--- src/pkg/rmh_consts.svh ---
`ifndef RMH_CONSTS_SVH
`define RMH_CONSTS_SVH
`define RMH_IP_START     16'h0800
`define RMH_STEP1        16'h0800
`define RMH_STEP2        16'h1000
`define RMH_STEP3        16'h2000
`define RMH_STEP4        16'h4000
`define RMH_SEL_IP       1'b0
`define RMH_SEL_SA       1'b1
`define RMH_D_OWN        31
`define RMH_D_FLAG       30
`define RMH_W0_CLEN      13:11
`define RMH_W0_RLEN      10:8
`define RMH_W0_ARM       7
`define RMH_W0_VEC       6:0
`define RMH_W2_POLL      15
`define RMH_W2_HIGH      5:0
`define RMH_W3_GO        0
`define RMH_W3_LAST      1
`define RMH_W3_BURST     7:2
`define RMH_NOCHK_BYTES  16'h003C
`define RMH_F_RAM        16'hAB0B
`define RMH_F_CACHE      16'hAD0B
`define RMH_F_BUS        16'hAF0B
`define RMH_F_CLR        16'hB00B
`define RMH_F_PARITY     16'hB60B
`define RMH_CLK_NS       5
`define RMH_FLASH_MS     250
`endif

--- src/pkg/rmh_pkg.sv ---
package rmh_pkg;
  typedef enum logic [1:0] {
    RMH_MAINT_MSG_TYPE,
    RMH_CREDIT_MSG_TYPE,
    RMH_DATAGRAM_MSG_TYPE,
    RMH_SEQUENTIAL_MSG_TYPE
  } rmh_msg_t;
  typedef enum logic [4:0] {
    S_IDLE, S_STEP1, S_STEP2, S_STEP3, S_STEP4, S_DTEST, S_CLR, S_RUN,
    S_CDESC, S_CENV0, S_CENV1, S_CDONE,
    S_RDESC, S_RBUF, S_RENV0, S_RENV1, S_RDONE, S_XFER, S_FATAL
  } rmh_state_t;
endpackage

--- src/logic/rmh_ring_idx.sv ---
`timescale 1ns/100ps
module rmh_ring_idx #(
  parameter int W = 7
) (
  input  wire logic         clk,      // System clock
  input  wire logic         rst,      // Sync reset
  input  wire logic         clr,      // Back to slot zero
  input  wire logic         adv,      // Step to next slot
  input  wire logic [2:0]   len_log2, // Ring length as power of two
  output logic      [W-1:0] idx_q     // Current slot
);
  logic [W-1:0] last;

  initial
  begin
    if (W < 1 || W > 7)
      $error("rmh_ring_idx: W must be 1..7");
  end

  // Ring wraps to zero after its last slot
  assign last = W'((32'd1 << len_log2) - 32'd1);

  always_ff @(posedge clk)
  begin
    if (rst || clr)
      idx_q <= '0;
    else if (adv)
      idx_q <= (idx_q == last) ? '0 : idx_q + W'(1);
  end
endmodule

--- src/logic/rmh_fault.sv ---
`timescale 1ns/100ps
`include "rmh_consts.svh"
module rmh_fault #(
  parameter int FLASH_CYC = 50000000
) (
  input  wire logic        clk,        // System clock
  input  wire logic        rst,        // Sync reset or reinit
  input  wire logic        ram_fail,   // Buffer RAM test failure
  input  wire logic        cache_fail, // Cache test failure
  input  wire logic        bus_fail,   // Mastership or access failure
  input  wire logic        parity,     // Bus parity error
  output logic             fatal_q,    // Fatal fault latched
  output logic      [15:0] code_q,     // First fault code
  output logic             led_q       // Flashing error indicator
);
  logic [31:0] cnt_q;

  initial
  begin
    if (FLASH_CYC < 1)
      $error("rmh_fault: FLASH_CYC must be positive");
  end

  // First fault wins so the code names the root cause
  always_ff @(posedge clk)
  begin
    if (rst)
    begin
      fatal_q <= 1'b0;
      code_q  <= 16'h0000;
    end
    else if (!fatal_q && (ram_fail || cache_fail || bus_fail || parity))
    begin
      fatal_q <= 1'b1;
      code_q  <= ram_fail ? `RMH_F_RAM : cache_fail ? `RMH_F_CACHE :
                 parity ? `RMH_F_PARITY : `RMH_F_BUS;
    end
  end

  always_ff @(posedge clk)
  begin
    if (rst || !fatal_q)
    begin
      cnt_q <= 32'h0000_0000;
      led_q <= 1'b0;
    end
    else if (cnt_q == 32'(FLASH_CYC - 1))
    begin
      cnt_q <= 32'h0000_0000;
      led_q <= !led_q;
    end
    else
      cnt_q <= cnt_q + 32'h0000_0001;
  end
endmodule

--- src/logic/rmh_port.sv ---
// Operation
// - Command and response rings of 32-bit descriptors
// - Envelope address bit zero always taken zero
// - Returned descriptors carry flag set
// - Flag requests transition interrupt when armed
// - Command owner set by host, cleared here
// - Response owner cleared here, host sets it
// - Poll register read starts command scan
// - Any poll register write reinitializes
// - Interrupt when command ring frees a slot
// - Interrupt when response ring gains response
// - Interrupt at initialization and fatal faults
// - Read buffer length, fragment long responses
// - Skip size check for short responses
// - Envelope words: connection, type, credit
// - Move command data by DMA
// - Start value begins four-step handshake
// - Word zero: rings, arming, vector; self test
// - Step two echoes ring lengths; low base
// - Step three echoes vector; high base, poll test
// - Word three: burst, last fail, go (only go is decoded, burst and last fail are ignored); clear area
// - Fatal init fault flashes indicator, shows code
`timescale 1ns/100ps
`include "rmh_consts.svh"
module rmh_port #(
  parameter int RING_W    = 7,
  parameter int FLASH_CYC = (`RMH_FLASH_MS * 1000000) / `RMH_CLK_NS
) (
  input  wire logic        clk,          // System clock
  input  wire logic        rst,          // Sync reset
  input  wire logic        bus_init,     // Host bus initialize
  input  wire logic        host_sel,     // 0 poll register, 1 status register
  input  wire logic        host_rd,      // Register read strobe
  input  wire logic        host_wr,      // Register write strobe
  input  wire logic [15:0] host_wdata,   // Register write data
  output logic      [15:0] host_rdata_q, // Register read data
  output logic             host_irq_q,   // Interrupt request pulse
  output logic      [6:0]  irq_vec_q,    // Interrupt vector
  output logic             mem_req_q,    // Host memory request
  output logic             mem_we_q,     // Request is a write
  output logic      [21:0] mem_addr_q,   // Byte address
  output logic      [31:0] mem_wdata_q,  // Write data
  input  wire logic        mem_ack,      // Access done
  input  wire logic [31:0] mem_rdata,    // Read data with ack
  input  wire logic        mem_err,      // Bus or mastership failure
  input  wire logic        mem_parity,   // Bus parity error
  input  wire logic        ram_fail,     // Buffer RAM test result
  input  wire logic        cache_fail,   // Cache test result
  output logic             cmd_valid_q,  // Command taken pulse
  output logic      [21:0] cmd_env_q,    // Command envelope address
  output logic      [15:0] cmd_len_q,    // Command length in bytes
  output logic      [15:0] cmd_conn_q,   // Command connection
  output logic      [15:0] credit_q,     // Credit count
  input  wire logic        rsp_valid,    // Response waiting
  input  wire logic [15:0] rsp_len,      // Response length in bytes
  input  wire logic [15:0] rsp_conn,     // Response connection
  input  wire logic [1:0]  rsp_type,     // Response message type
  output logic             rsp_ack_q,    // Response taken pulse
  input  wire logic        xfer_start,   // Data move request
  input  wire logic [21:0] xfer_addr,    // Host buffer address
  input  wire logic [15:0] xfer_words,   // Words to move
  input  wire logic        xfer_to_host, // Direction
  input  wire logic [31:0] dsk_wdata,    // Disc word toward host
  output logic             xfer_ack_q,   // Move taken pulse
  output logic             dsk_take_q,   // Disc word consumed pulse
  output logic      [31:0] dsk_rdata_q,  // Host word toward disc
  output logic             dsk_valid_q,  // Host word valid pulse
  output logic             online_q,     // Handshake complete
  output logic             err_led_q     // Fatal indicator
);
  rmh_pkg::rmh_state_t state_q;
  logic [15:0] sa_q;
  logic [2:0]  clen_q, rlen_q;
  logic        arm_q, poll_q, ptest_q, cflag_q, rflag_q;
  logic [21:0] base_q, env_q, xaddr_q;
  logic [15:0] rem_q, buf_q, xcnt_q, rconn_q;
  logic [1:0]  rtype_q;
  logic        xdir_q;
  logic [8:0]  clr_q;
  logic [RING_W-1:0] cidx, ridx;
  logic        reinit, ip_rd, sa_wr, acc_en, acc_we, cadv, radv, fatal;
  logic [21:0] acc_addr;
  logic [31:0] acc_wdata, ret_desc;
  logic [15:0] frag, fcode, bufsz;
  logic [8:0]  clr_last;

  initial
  begin
    if (RING_W < 1 || RING_W > 7)
      $error("rmh_port: RING_W must be 1..7");
  end

  function automatic logic [21:0] f_slot(input logic [21:0] b, input logic [8:0] n);
    return b + {11'h000, n, 2'b00};
  endfunction

  function automatic logic [21:0] f_env(input logic [31:0] d);
    return {d[21:1], 1'b0};
  endfunction

  assign reinit   = bus_init || (host_wr && host_sel == `RMH_SEL_IP);
  assign ip_rd    = host_rd && host_sel == `RMH_SEL_IP;
  assign sa_wr    = host_wr && host_sel == `RMH_SEL_SA;
  assign bufsz    = (buf_q == 16'h0000) ? rem_q : buf_q;
  assign frag     = (rem_q > bufsz) ? bufsz : rem_q;
  assign ret_desc = {1'b0, 1'b1, 8'h00, env_q};
  assign clr_last = 9'((32'd1 << clen_q) + (32'd1 << rlen_q) - 32'd1);
  assign cadv     = state_q == rmh_pkg::S_CDONE && mem_ack;
  assign radv     = state_q == rmh_pkg::S_RDONE && mem_ack;

  rmh_ring_idx #(.W(RING_W)) u_cidx (
    .clk      (clk),
    .rst      (rst),
    .clr      (reinit),
    .adv      (cadv),
    .len_log2 (clen_q),
    .idx_q    (cidx)
  );

  rmh_ring_idx #(.W(RING_W)) u_ridx (
    .clk      (clk),
    .rst      (rst),
    .clr      (reinit),
    .adv      (radv),
    .len_log2 (rlen_q),
    .idx_q    (ridx)
  );

  rmh_fault #(.FLASH_CYC(FLASH_CYC)) u_fault (
    .clk        (clk),
    .rst        (rst || reinit),
    .ram_fail   (state_q == rmh_pkg::S_STEP1 && sa_wr && ram_fail),
    .cache_fail (state_q == rmh_pkg::S_STEP1 && sa_wr && cache_fail),
    .bus_fail   (mem_req_q && mem_err),
    .parity     (mem_req_q && mem_parity),
    .fatal_q    (fatal),
    .code_q     (fcode),
    .led_q      (err_led_q)
  );

  // One memory access per state, except S_CLR, S_XFER and S_RDESC, which repeat theirs; response ring sits first, command ring after it
  always_comb
  begin
    acc_en    = 1'b1;
    acc_we    = 1'b0;
    acc_addr  = env_q;
    acc_wdata = 32'h0000_0000;
    unique case (state_q)
      rmh_pkg::S_DTEST: acc_addr = base_q;
      rmh_pkg::S_CLR:
      begin
        acc_we   = 1'b1;
        acc_addr = f_slot(base_q, clr_q);
      end
      rmh_pkg::S_CDESC:
        acc_addr = f_slot(base_q, 9'((32'd1 << rlen_q) + 32'(cidx)));
      rmh_pkg::S_CENV0: acc_addr = env_q;
      rmh_pkg::S_CENV1: acc_addr = env_q + 22'h00_0004;
      rmh_pkg::S_RDESC: acc_addr = f_slot(base_q, 9'(ridx));
      rmh_pkg::S_RBUF: acc_addr = env_q;
      rmh_pkg::S_RENV0:
      begin
        acc_we    = 1'b1;
        acc_wdata = {rconn_q, frag};
      end
      rmh_pkg::S_RENV1:
      begin
        acc_we    = 1'b1;
        acc_addr  = env_q + 22'h00_0004;
        acc_wdata = {16'h0001, 14'h0000, rtype_q};
      end
      rmh_pkg::S_CDONE:
      begin
        acc_we    = 1'b1;
        acc_addr  = f_slot(base_q, 9'((32'd1 << rlen_q) + 32'(cidx)));
        acc_wdata = ret_desc;
      end
      rmh_pkg::S_RDONE:
      begin
        acc_we    = 1'b1;
        acc_addr  = f_slot(base_q, 9'(ridx));
        acc_wdata = ret_desc;
      end
      rmh_pkg::S_XFER:
      begin
        acc_en    = xcnt_q != 16'h0000;
        acc_we    = xdir_q;
        acc_addr  = xaddr_q;
        acc_wdata = dsk_wdata;
      end
      default: acc_en = 1'b0;
    endcase
  end

  always_ff @(posedge clk)
  begin
    if (rst || reinit || fatal || mem_ack)
      mem_req_q <= 1'b0;
    else if (acc_en && !mem_req_q)
    begin
      mem_req_q   <= 1'b1;
      mem_we_q    <= acc_we;
      mem_addr_q  <= acc_addr;
      mem_wdata_q <= acc_wdata;
    end
    if (rst)
    begin
      mem_we_q    <= 1'b0;
      mem_addr_q  <= 22'h00_0000;
      mem_wdata_q <= 32'h0000_0000;
    end
  end

  always_ff @(posedge clk)
  begin
    if (rst || reinit)
      poll_q <= 1'b0;
    else if (online_q && ip_rd)
      poll_q <= 1'b1;
    else if (state_q == rmh_pkg::S_CDESC && mem_ack && !mem_rdata[`RMH_D_OWN])
      poll_q <= 1'b0;
  end

  always_ff @(posedge clk)
  begin
    host_rdata_q <= (rst || host_sel == `RMH_SEL_IP) ? 16'h0000 : sa_q;
  end

  always_ff @(posedge clk)
  begin
    host_irq_q  <= 1'b0;
    cmd_valid_q <= 1'b0;
    rsp_ack_q   <= 1'b0;
    xfer_ack_q  <= 1'b0;
    dsk_take_q  <= 1'b0;
    dsk_valid_q <= 1'b0;
    if (rst)
    begin
      state_q <= rmh_pkg::S_IDLE;
      sa_q <= 16'h0000;
      {clen_q, rlen_q, arm_q, ptest_q, cflag_q, rflag_q, xdir_q} <= '0;
      {base_q, env_q, xaddr_q, cmd_env_q} <= '0;
      {rem_q, buf_q, xcnt_q, rconn_q, cmd_len_q, cmd_conn_q, credit_q} <= '0;
      {irq_vec_q, rtype_q, clr_q, online_q} <= '0;
      dsk_rdata_q <= 32'h0000_0000;
    end
    else if (reinit)
    begin
      state_q  <= rmh_pkg::S_STEP1;
      sa_q     <= `RMH_STEP1;
      online_q <= 1'b0;
      credit_q <= 16'h0000;
    end
    else if (fatal && state_q != rmh_pkg::S_FATAL)
    begin
      state_q    <= rmh_pkg::S_FATAL;
      sa_q       <= fcode;
      online_q   <= 1'b0;
      host_irq_q <= arm_q;
    end
    else
    begin
      unique case (state_q)
        rmh_pkg::S_IDLE, rmh_pkg::S_FATAL: ;
        rmh_pkg::S_STEP1:
          if (sa_wr)
          begin
            clen_q     <= host_wdata[`RMH_W0_CLEN];
            rlen_q     <= host_wdata[`RMH_W0_RLEN];
            arm_q      <= host_wdata[`RMH_W0_ARM];
            irq_vec_q  <= host_wdata[`RMH_W0_VEC];
            host_irq_q <= host_wdata[`RMH_W0_ARM] && !ram_fail && !cache_fail;
            state_q    <= rmh_pkg::S_STEP2;
            sa_q       <= `RMH_STEP2 | {10'h000, host_wdata[13:8]};
          end
        rmh_pkg::S_STEP2:
          if (sa_wr)
          begin
            base_q[15:0] <= {host_wdata[15:1], 1'b0};
            state_q      <= rmh_pkg::S_STEP3;
            sa_q         <= `RMH_STEP3 | {8'h00, arm_q, irq_vec_q};
          end
        rmh_pkg::S_STEP3:
          if (sa_wr)
          begin
            base_q[21:16] <= host_wdata[`RMH_W2_HIGH];
            ptest_q       <= host_wdata[`RMH_W2_POLL];
            state_q       <= rmh_pkg::S_STEP4;
            sa_q          <= `RMH_STEP4;
          end
        rmh_pkg::S_STEP4:
          if (sa_wr && host_wdata[`RMH_W3_GO])
            state_q <= rmh_pkg::S_DTEST;
        rmh_pkg::S_DTEST:
          if (mem_ack)
          begin
            clr_q   <= 9'h000;
            state_q <= rmh_pkg::S_CLR;
          end
        rmh_pkg::S_CLR:
          if (mem_ack)
          begin
            clr_q <= clr_q + 9'h001;
            if (clr_q == clr_last)
            begin
              state_q    <= ptest_q ? rmh_pkg::S_CDESC : rmh_pkg::S_RUN;
              sa_q       <= 16'h0000;
              online_q   <= 1'b1;
              host_irq_q <= arm_q;
            end
          end
        rmh_pkg::S_RUN:
          if (xfer_start)
          begin
            xaddr_q    <= xfer_addr;
            xcnt_q     <= xfer_words;
            xdir_q     <= xfer_to_host;
            xfer_ack_q <= 1'b1;
            state_q    <= rmh_pkg::S_XFER;
          end
          else if (rsp_valid)
          begin
            rem_q     <= rsp_len;
            rconn_q   <= rsp_conn;
            rtype_q   <= rsp_type;
            rsp_ack_q <= 1'b1;
            state_q   <= rmh_pkg::S_RDESC;
          end
          else if (poll_q)
            state_q <= rmh_pkg::S_CDESC;
        rmh_pkg::S_CDESC:
          if (mem_ack)
          begin
            env_q   <= f_env(mem_rdata);
            cflag_q <= mem_rdata[`RMH_D_FLAG];
            state_q <= mem_rdata[`RMH_D_OWN] ? rmh_pkg::S_CENV0 : rmh_pkg::S_RUN;
          end
        rmh_pkg::S_CENV0:
          if (mem_ack)
          begin
            cmd_len_q  <= mem_rdata[15:0];
            cmd_conn_q <= mem_rdata[31:16];
            state_q    <= rmh_pkg::S_CENV1;
          end
        rmh_pkg::S_CENV1:
          if (mem_ack)
          begin
            // Credit notices carry no work, so their credit is not counted
            if (mem_rdata[1:0] != 2'(rmh_pkg::RMH_CREDIT_MSG_TYPE))
              credit_q <= credit_q + mem_rdata[31:16];
            state_q <= rmh_pkg::S_CDONE;
          end
        rmh_pkg::S_CDONE:
          if (mem_ack)
          begin
            cmd_env_q   <= env_q;
            cmd_valid_q <= 1'b1;
            host_irq_q  <= cflag_q && arm_q;
            state_q     <= rmh_pkg::S_CDESC;
          end
        rmh_pkg::S_RDESC:
          if (mem_ack && mem_rdata[`RMH_D_OWN])
          begin
            env_q   <= f_env(mem_rdata);
            rflag_q <= mem_rdata[`RMH_D_FLAG];
            buf_q   <= rem_q;
            // Short answers always fit, so the length read is skipped
            state_q <= (rem_q > `RMH_NOCHK_BYTES) ? rmh_pkg::S_RBUF : rmh_pkg::S_RENV0;
          end
        rmh_pkg::S_RBUF:
          if (mem_ack)
          begin
            buf_q   <= mem_rdata[15:0];
            state_q <= rmh_pkg::S_RENV0;
          end
        rmh_pkg::S_RENV0:
          if (mem_ack)
            state_q <= rmh_pkg::S_RENV1;
        rmh_pkg::S_RENV1:
          if (mem_ack)
            state_q <= rmh_pkg::S_RDONE;
        rmh_pkg::S_RDONE:
          if (mem_ack)
          begin
            rem_q      <= rem_q - frag;
            host_irq_q <= rflag_q && arm_q;
            state_q    <= (rem_q == frag) ? rmh_pkg::S_RUN : rmh_pkg::S_RDESC;
          end
        rmh_pkg::S_XFER:
          if (xcnt_q == 16'h0000)
            state_q <= rmh_pkg::S_RUN;
          else if (mem_ack)
          begin
            xcnt_q      <= xcnt_q - 16'h0001;
            xaddr_q     <= xaddr_q + 22'h00_0004;
            dsk_take_q  <= xdir_q;
            dsk_valid_q <= !xdir_q;
            dsk_rdata_q <= mem_rdata;
          end
      endcase
    end
  end
endmodule

--- config.mk ---
export PLATFORM = sky130hd
export DESIGN_NAME = rmh_port
export DESIGN_NICKNAME = d
export VERILOG_FILES = /design/src/pkg/rmh_pkg.sv /design/src/logic/rmh_ring_idx.sv /design/src/logic/rmh_fault.sv /design/src/logic/rmh_port.sv
export VERILOG_INCLUDE_DIRS = /design/src /design/src/pkg
export SDC_FILE = /design/constraint.sdc
export NUM_CORES = 1
export LEC_CHECK = 0
export BUFFER_PORTS_ARGS = -buffer_cell sky130_fd_sc_hd__buf_2
export CAP_MARGIN = 40
export CORE_ASPECT_RATIO = 1.4
export CORE_MARGIN = 4
export CORE_UTILIZATION = 57
export CTS_CLUSTER_SIZE = 10
export DETAILED_ROUTE_END_ITERATION = 10
export PLACE_DENSITY = 0.81
export RECOVER_POWER = 100
export SLEW_MARGIN = 20
export SYNTH_ARGS = -nofsm -noshare
export SYNTH_HDL_FRONTEND = slang
export SYNTH_SLANG_ARGS = --single-unit
--- constraint.sdc ---
create_clock -name clk -period 7.1 [get_ports clk]
set_clock_uncertainty 0.05 [all_clocks]
set_input_delay 2.13 -clock clk [delete_from_list [all_inputs] [get_ports clk]]
set_output_delay 2.13 -clock clk [all_outputs]
set_load 0.03 [all_outputs]
==> flow_summary.toml <==
[critical_path]
r2r_start = "buf_q[7]"
cp_slowest_cell = "clkbuf_1"
max_stage_delay_ns = 1.09
crit_path_max_fanout = 31
end_kind = "flip-flop"
crit_type = "primary input to flip-flop"
arrival_ns = 6.88
critical_path_required_ns = 7.55
cp-startpoint = "host_sel"
worstPathCellList = "clkbuf_1 -> inv_1 -> a21oi_1 -> and2_0 -> nand3_1 -> nor3_1 -> clkbuf_1 -> nand2_1 -> nor3_1 -> buf_4 -> a222oi_1 -> nor2_1"
crit_path_start_kind = "primary input"

[yosys]
synth_warnings = 0
synth_compound_area_share_pct = 20.9
synthMuxAreaShare_pct = 2.81
synthXorXnorAreaFrac_pct = 5.38
yosys.area_share.simple_pct = 23.4
synth_adder_area_share_pct = 5.28
synth_top_family_by_area = "simple AND/OR/NAND/NOR gates"
async_flop_share_pct = 0
synth_nets = 3082
yosysUniqueCellTypes = 80
yosysSeqAreaShare_pct = 37.7
synthesis.area_um2 = 21800
ys.flop_type = "dfxtp_1"
ys_ff_latch = 411
syn_avg_cell_area_um2 = 7.71
synth_cells = 2827
synth_edf_count = 0

[pwr]
clkPwrFrac_pct = 41.3
seq_power_share_pct = 44.0
swShare_pct = 27.8
irDropWorstVdd_mv = 0.205
leakage_uw = 0.00944
combPwrFrac_pct = 14.7
p_per_area_nw_per_um2 = 213
p_int_uw = 3840
power_switching_uw = 1480

[timing]
tightest_slew_ns = 2.09
setup-tns-final_ns = 0
fin_crit_ns = 6.43
report.final.hold_viol_count = 0
rsz0062_at_grt = "false"
setup_viol = 0
drv_slew = 230
max-slew-margin-rel_pct = -39.1
post-route-period-util_pct = 90.5
fmax_mhz = 156

[global_routing]
grt_max_degree = 204
grt.total_usage_pct = 35.2
gr-total-overflow = 0
grt_antenna_before_repair = 6
grt_pass1_wl_um = 118000
grt_pass1_vias = 21600

[worst_hold_path]
min-delay-path-class = "flip-flop to flip-flop"
holdCritStartpoint = "dsk_rdata_q[26]"

[clocking]
cts-resized-gates = 0
cts_tree = "yes"
cts_hold_buf = 0
htree_levels = 2
cts.path.max_buffers = 3
path_clk_slew_ns = 0.05
post_cts_buffers = 0
clock-sinks = 411
cts_buffers = 48
root_buffer = "clkbuf_16"
clkLatencyLatePin_ns = 0.59

[route]
vias_per_cell = 6.24
drt_first_pass_iters = 6
via_count = 22400
drc = 0
antenna_left = 0
routed_wirelength_um = 77400
drt_iter0_drc = 2234
wl_per_cell_um = 21.5

[floorplanning]
dieArea_um2 = 41500
die_x_um = 173
die_h_um = 239
initial_core_util_pct = 57.8
coreArea_um2 = 37700
num_rows = 84
num_io_pins = 355

[layout]
syn_to_final_growth_pct = 14.6
final_cell_mix = "455 x nand2_1, 411 x dfxtp_1, 367 x nor2_1"
fillers = 3331
finalNetCount = 3362
final_util_pct = 66.2
regArea_um2 = 8230
mostFrequentLayoutCell = "nand2_1"
multi_input_area_um2 = 12600
drive_gt1_share_pct = 9.05

[place]
dpl.hpwl_um = 56800
portBuffers = 353
place_congestion = 0.966

[run]
max_cap_viol_count = 7

[run_status]
status = "finished, violations left"
violations = "capacitance limit, slew limit"
[path summary, 6_finish.rpt]
kind                     endpoint  cells past startpoint  slack [ns]
setup reg to reg        rem_q[13]                     21        0.91
setup / recovery   mem_wdata_q[3]                     12        0.67
hold reg to reg   dsk_rdata_q[26]                      2        0.41
hold / removal    dsk_rdata_q[26]                      2        0.41
[metal layers]
layer  global-route usage (%)  vias to the layer above  part of all wire [%]
met3                     5.18                      307                   7.2
met2                     61.2                     1115                    49
li1                         -                    10500                     -
met5                        0                        -                     0
met1                     40.2                    10500                    36
met4                     23.2                        0                   7.5
[worst max-delay path: cells and delay by family]
| family | cells | cell delay, ns |
|---|---|---|
| AND/OR/NAND/NOR | 6 | 2.01 |
| AO/OA/AOI/OAI | 2 | 0.65 |
| buffers and inverters | 4 | 2.06 |
[registers in the layout, summed over array words and instances (netlist names), 21 cells and up]
name	cells
xaddr_q	22
base_q	21
cmd_env_q	21
dsk_rdata_q	32
mem_addr_q	22
mem_wdata_q	32
env_q	21
u_fault.cnt_q	32
[synth_stat cells (all sizes together), types with 21 or more instances]
cell,count,area [µm²]
ha,84,1050
o21ai,117,586
a211oi,30,225
xnor2,67,587
a22oi,31,233
nor3,63,325
a21oi,344,1730
dfxtp,411,8230
mux2i,59,591
nor2,370,1400
and3,42,263
nor4,25,156
xor2,67,587
clkbuf,144,541
buf,28,153
nand2,456,1710
a222oi,34,340
inv,70,263
nand4,21,131
nand3,68,340
[logic make-up (layout without fill, tap and decap cells)]
| logic type | count (synthesis) | in the layout |
|---|---|---|
| DFF | 411 | 411 |
| adders and majority gates | 89 | 89 |
| muxes | 61 | 61 |
| and+or+nand+nor | 1153 | 1153 |
| xor gates and xnor gates | 134 | 134 |
| other | 1 | 8 |
| AOI/OAI and AO/OA | 733 | 733 |
| buffers and inverters | 245 | 535 |
[power by group through the flow]
stage | Sequential (µW) | Clock (µW) | Combinational, µW
floorplan | 2390 | 0 | 525
global placement | 2390 | 0 | 747
detailed placement | 2390 | 0 | 764
CTS | 2340 | 2210 | 769
global route | 2340 | 2300 | 858
finish | 2340 | 2200 | 784
[metrics by stage]
step	cells	worst slack [ns]	instance area (µm²)	hold WS (ns)	power, µW
floorplan	2827	2.10	21800	0.363	2910
global placement	3513	1.13	23800	0.387	3140
detailed placement	3524	1.12	24000	0.395	3160
CTS	3584	1.01	25300	0.403	5320
global route	3596	0.283	25000	0.422	5490
finish	3597	0.673	25000	0.405	5320
[layout make-up]
| cell class | count | share of cell area, % |
|---|---|---|
| inverter | 73 | 1.10 |
| multi-input combinational | 2171 | 50.6 |
| antenna | 7 | 0.0701 |
| clock inverter | 4 | 0.230 |
| timing repair buffer | 402 | 7.68 |
| sequential | 411 | 32.9 |
| tap | 473 | 2.37 |
| clock buffer | 56 | 5.05 |
Power figures use the tool's default switching activity.
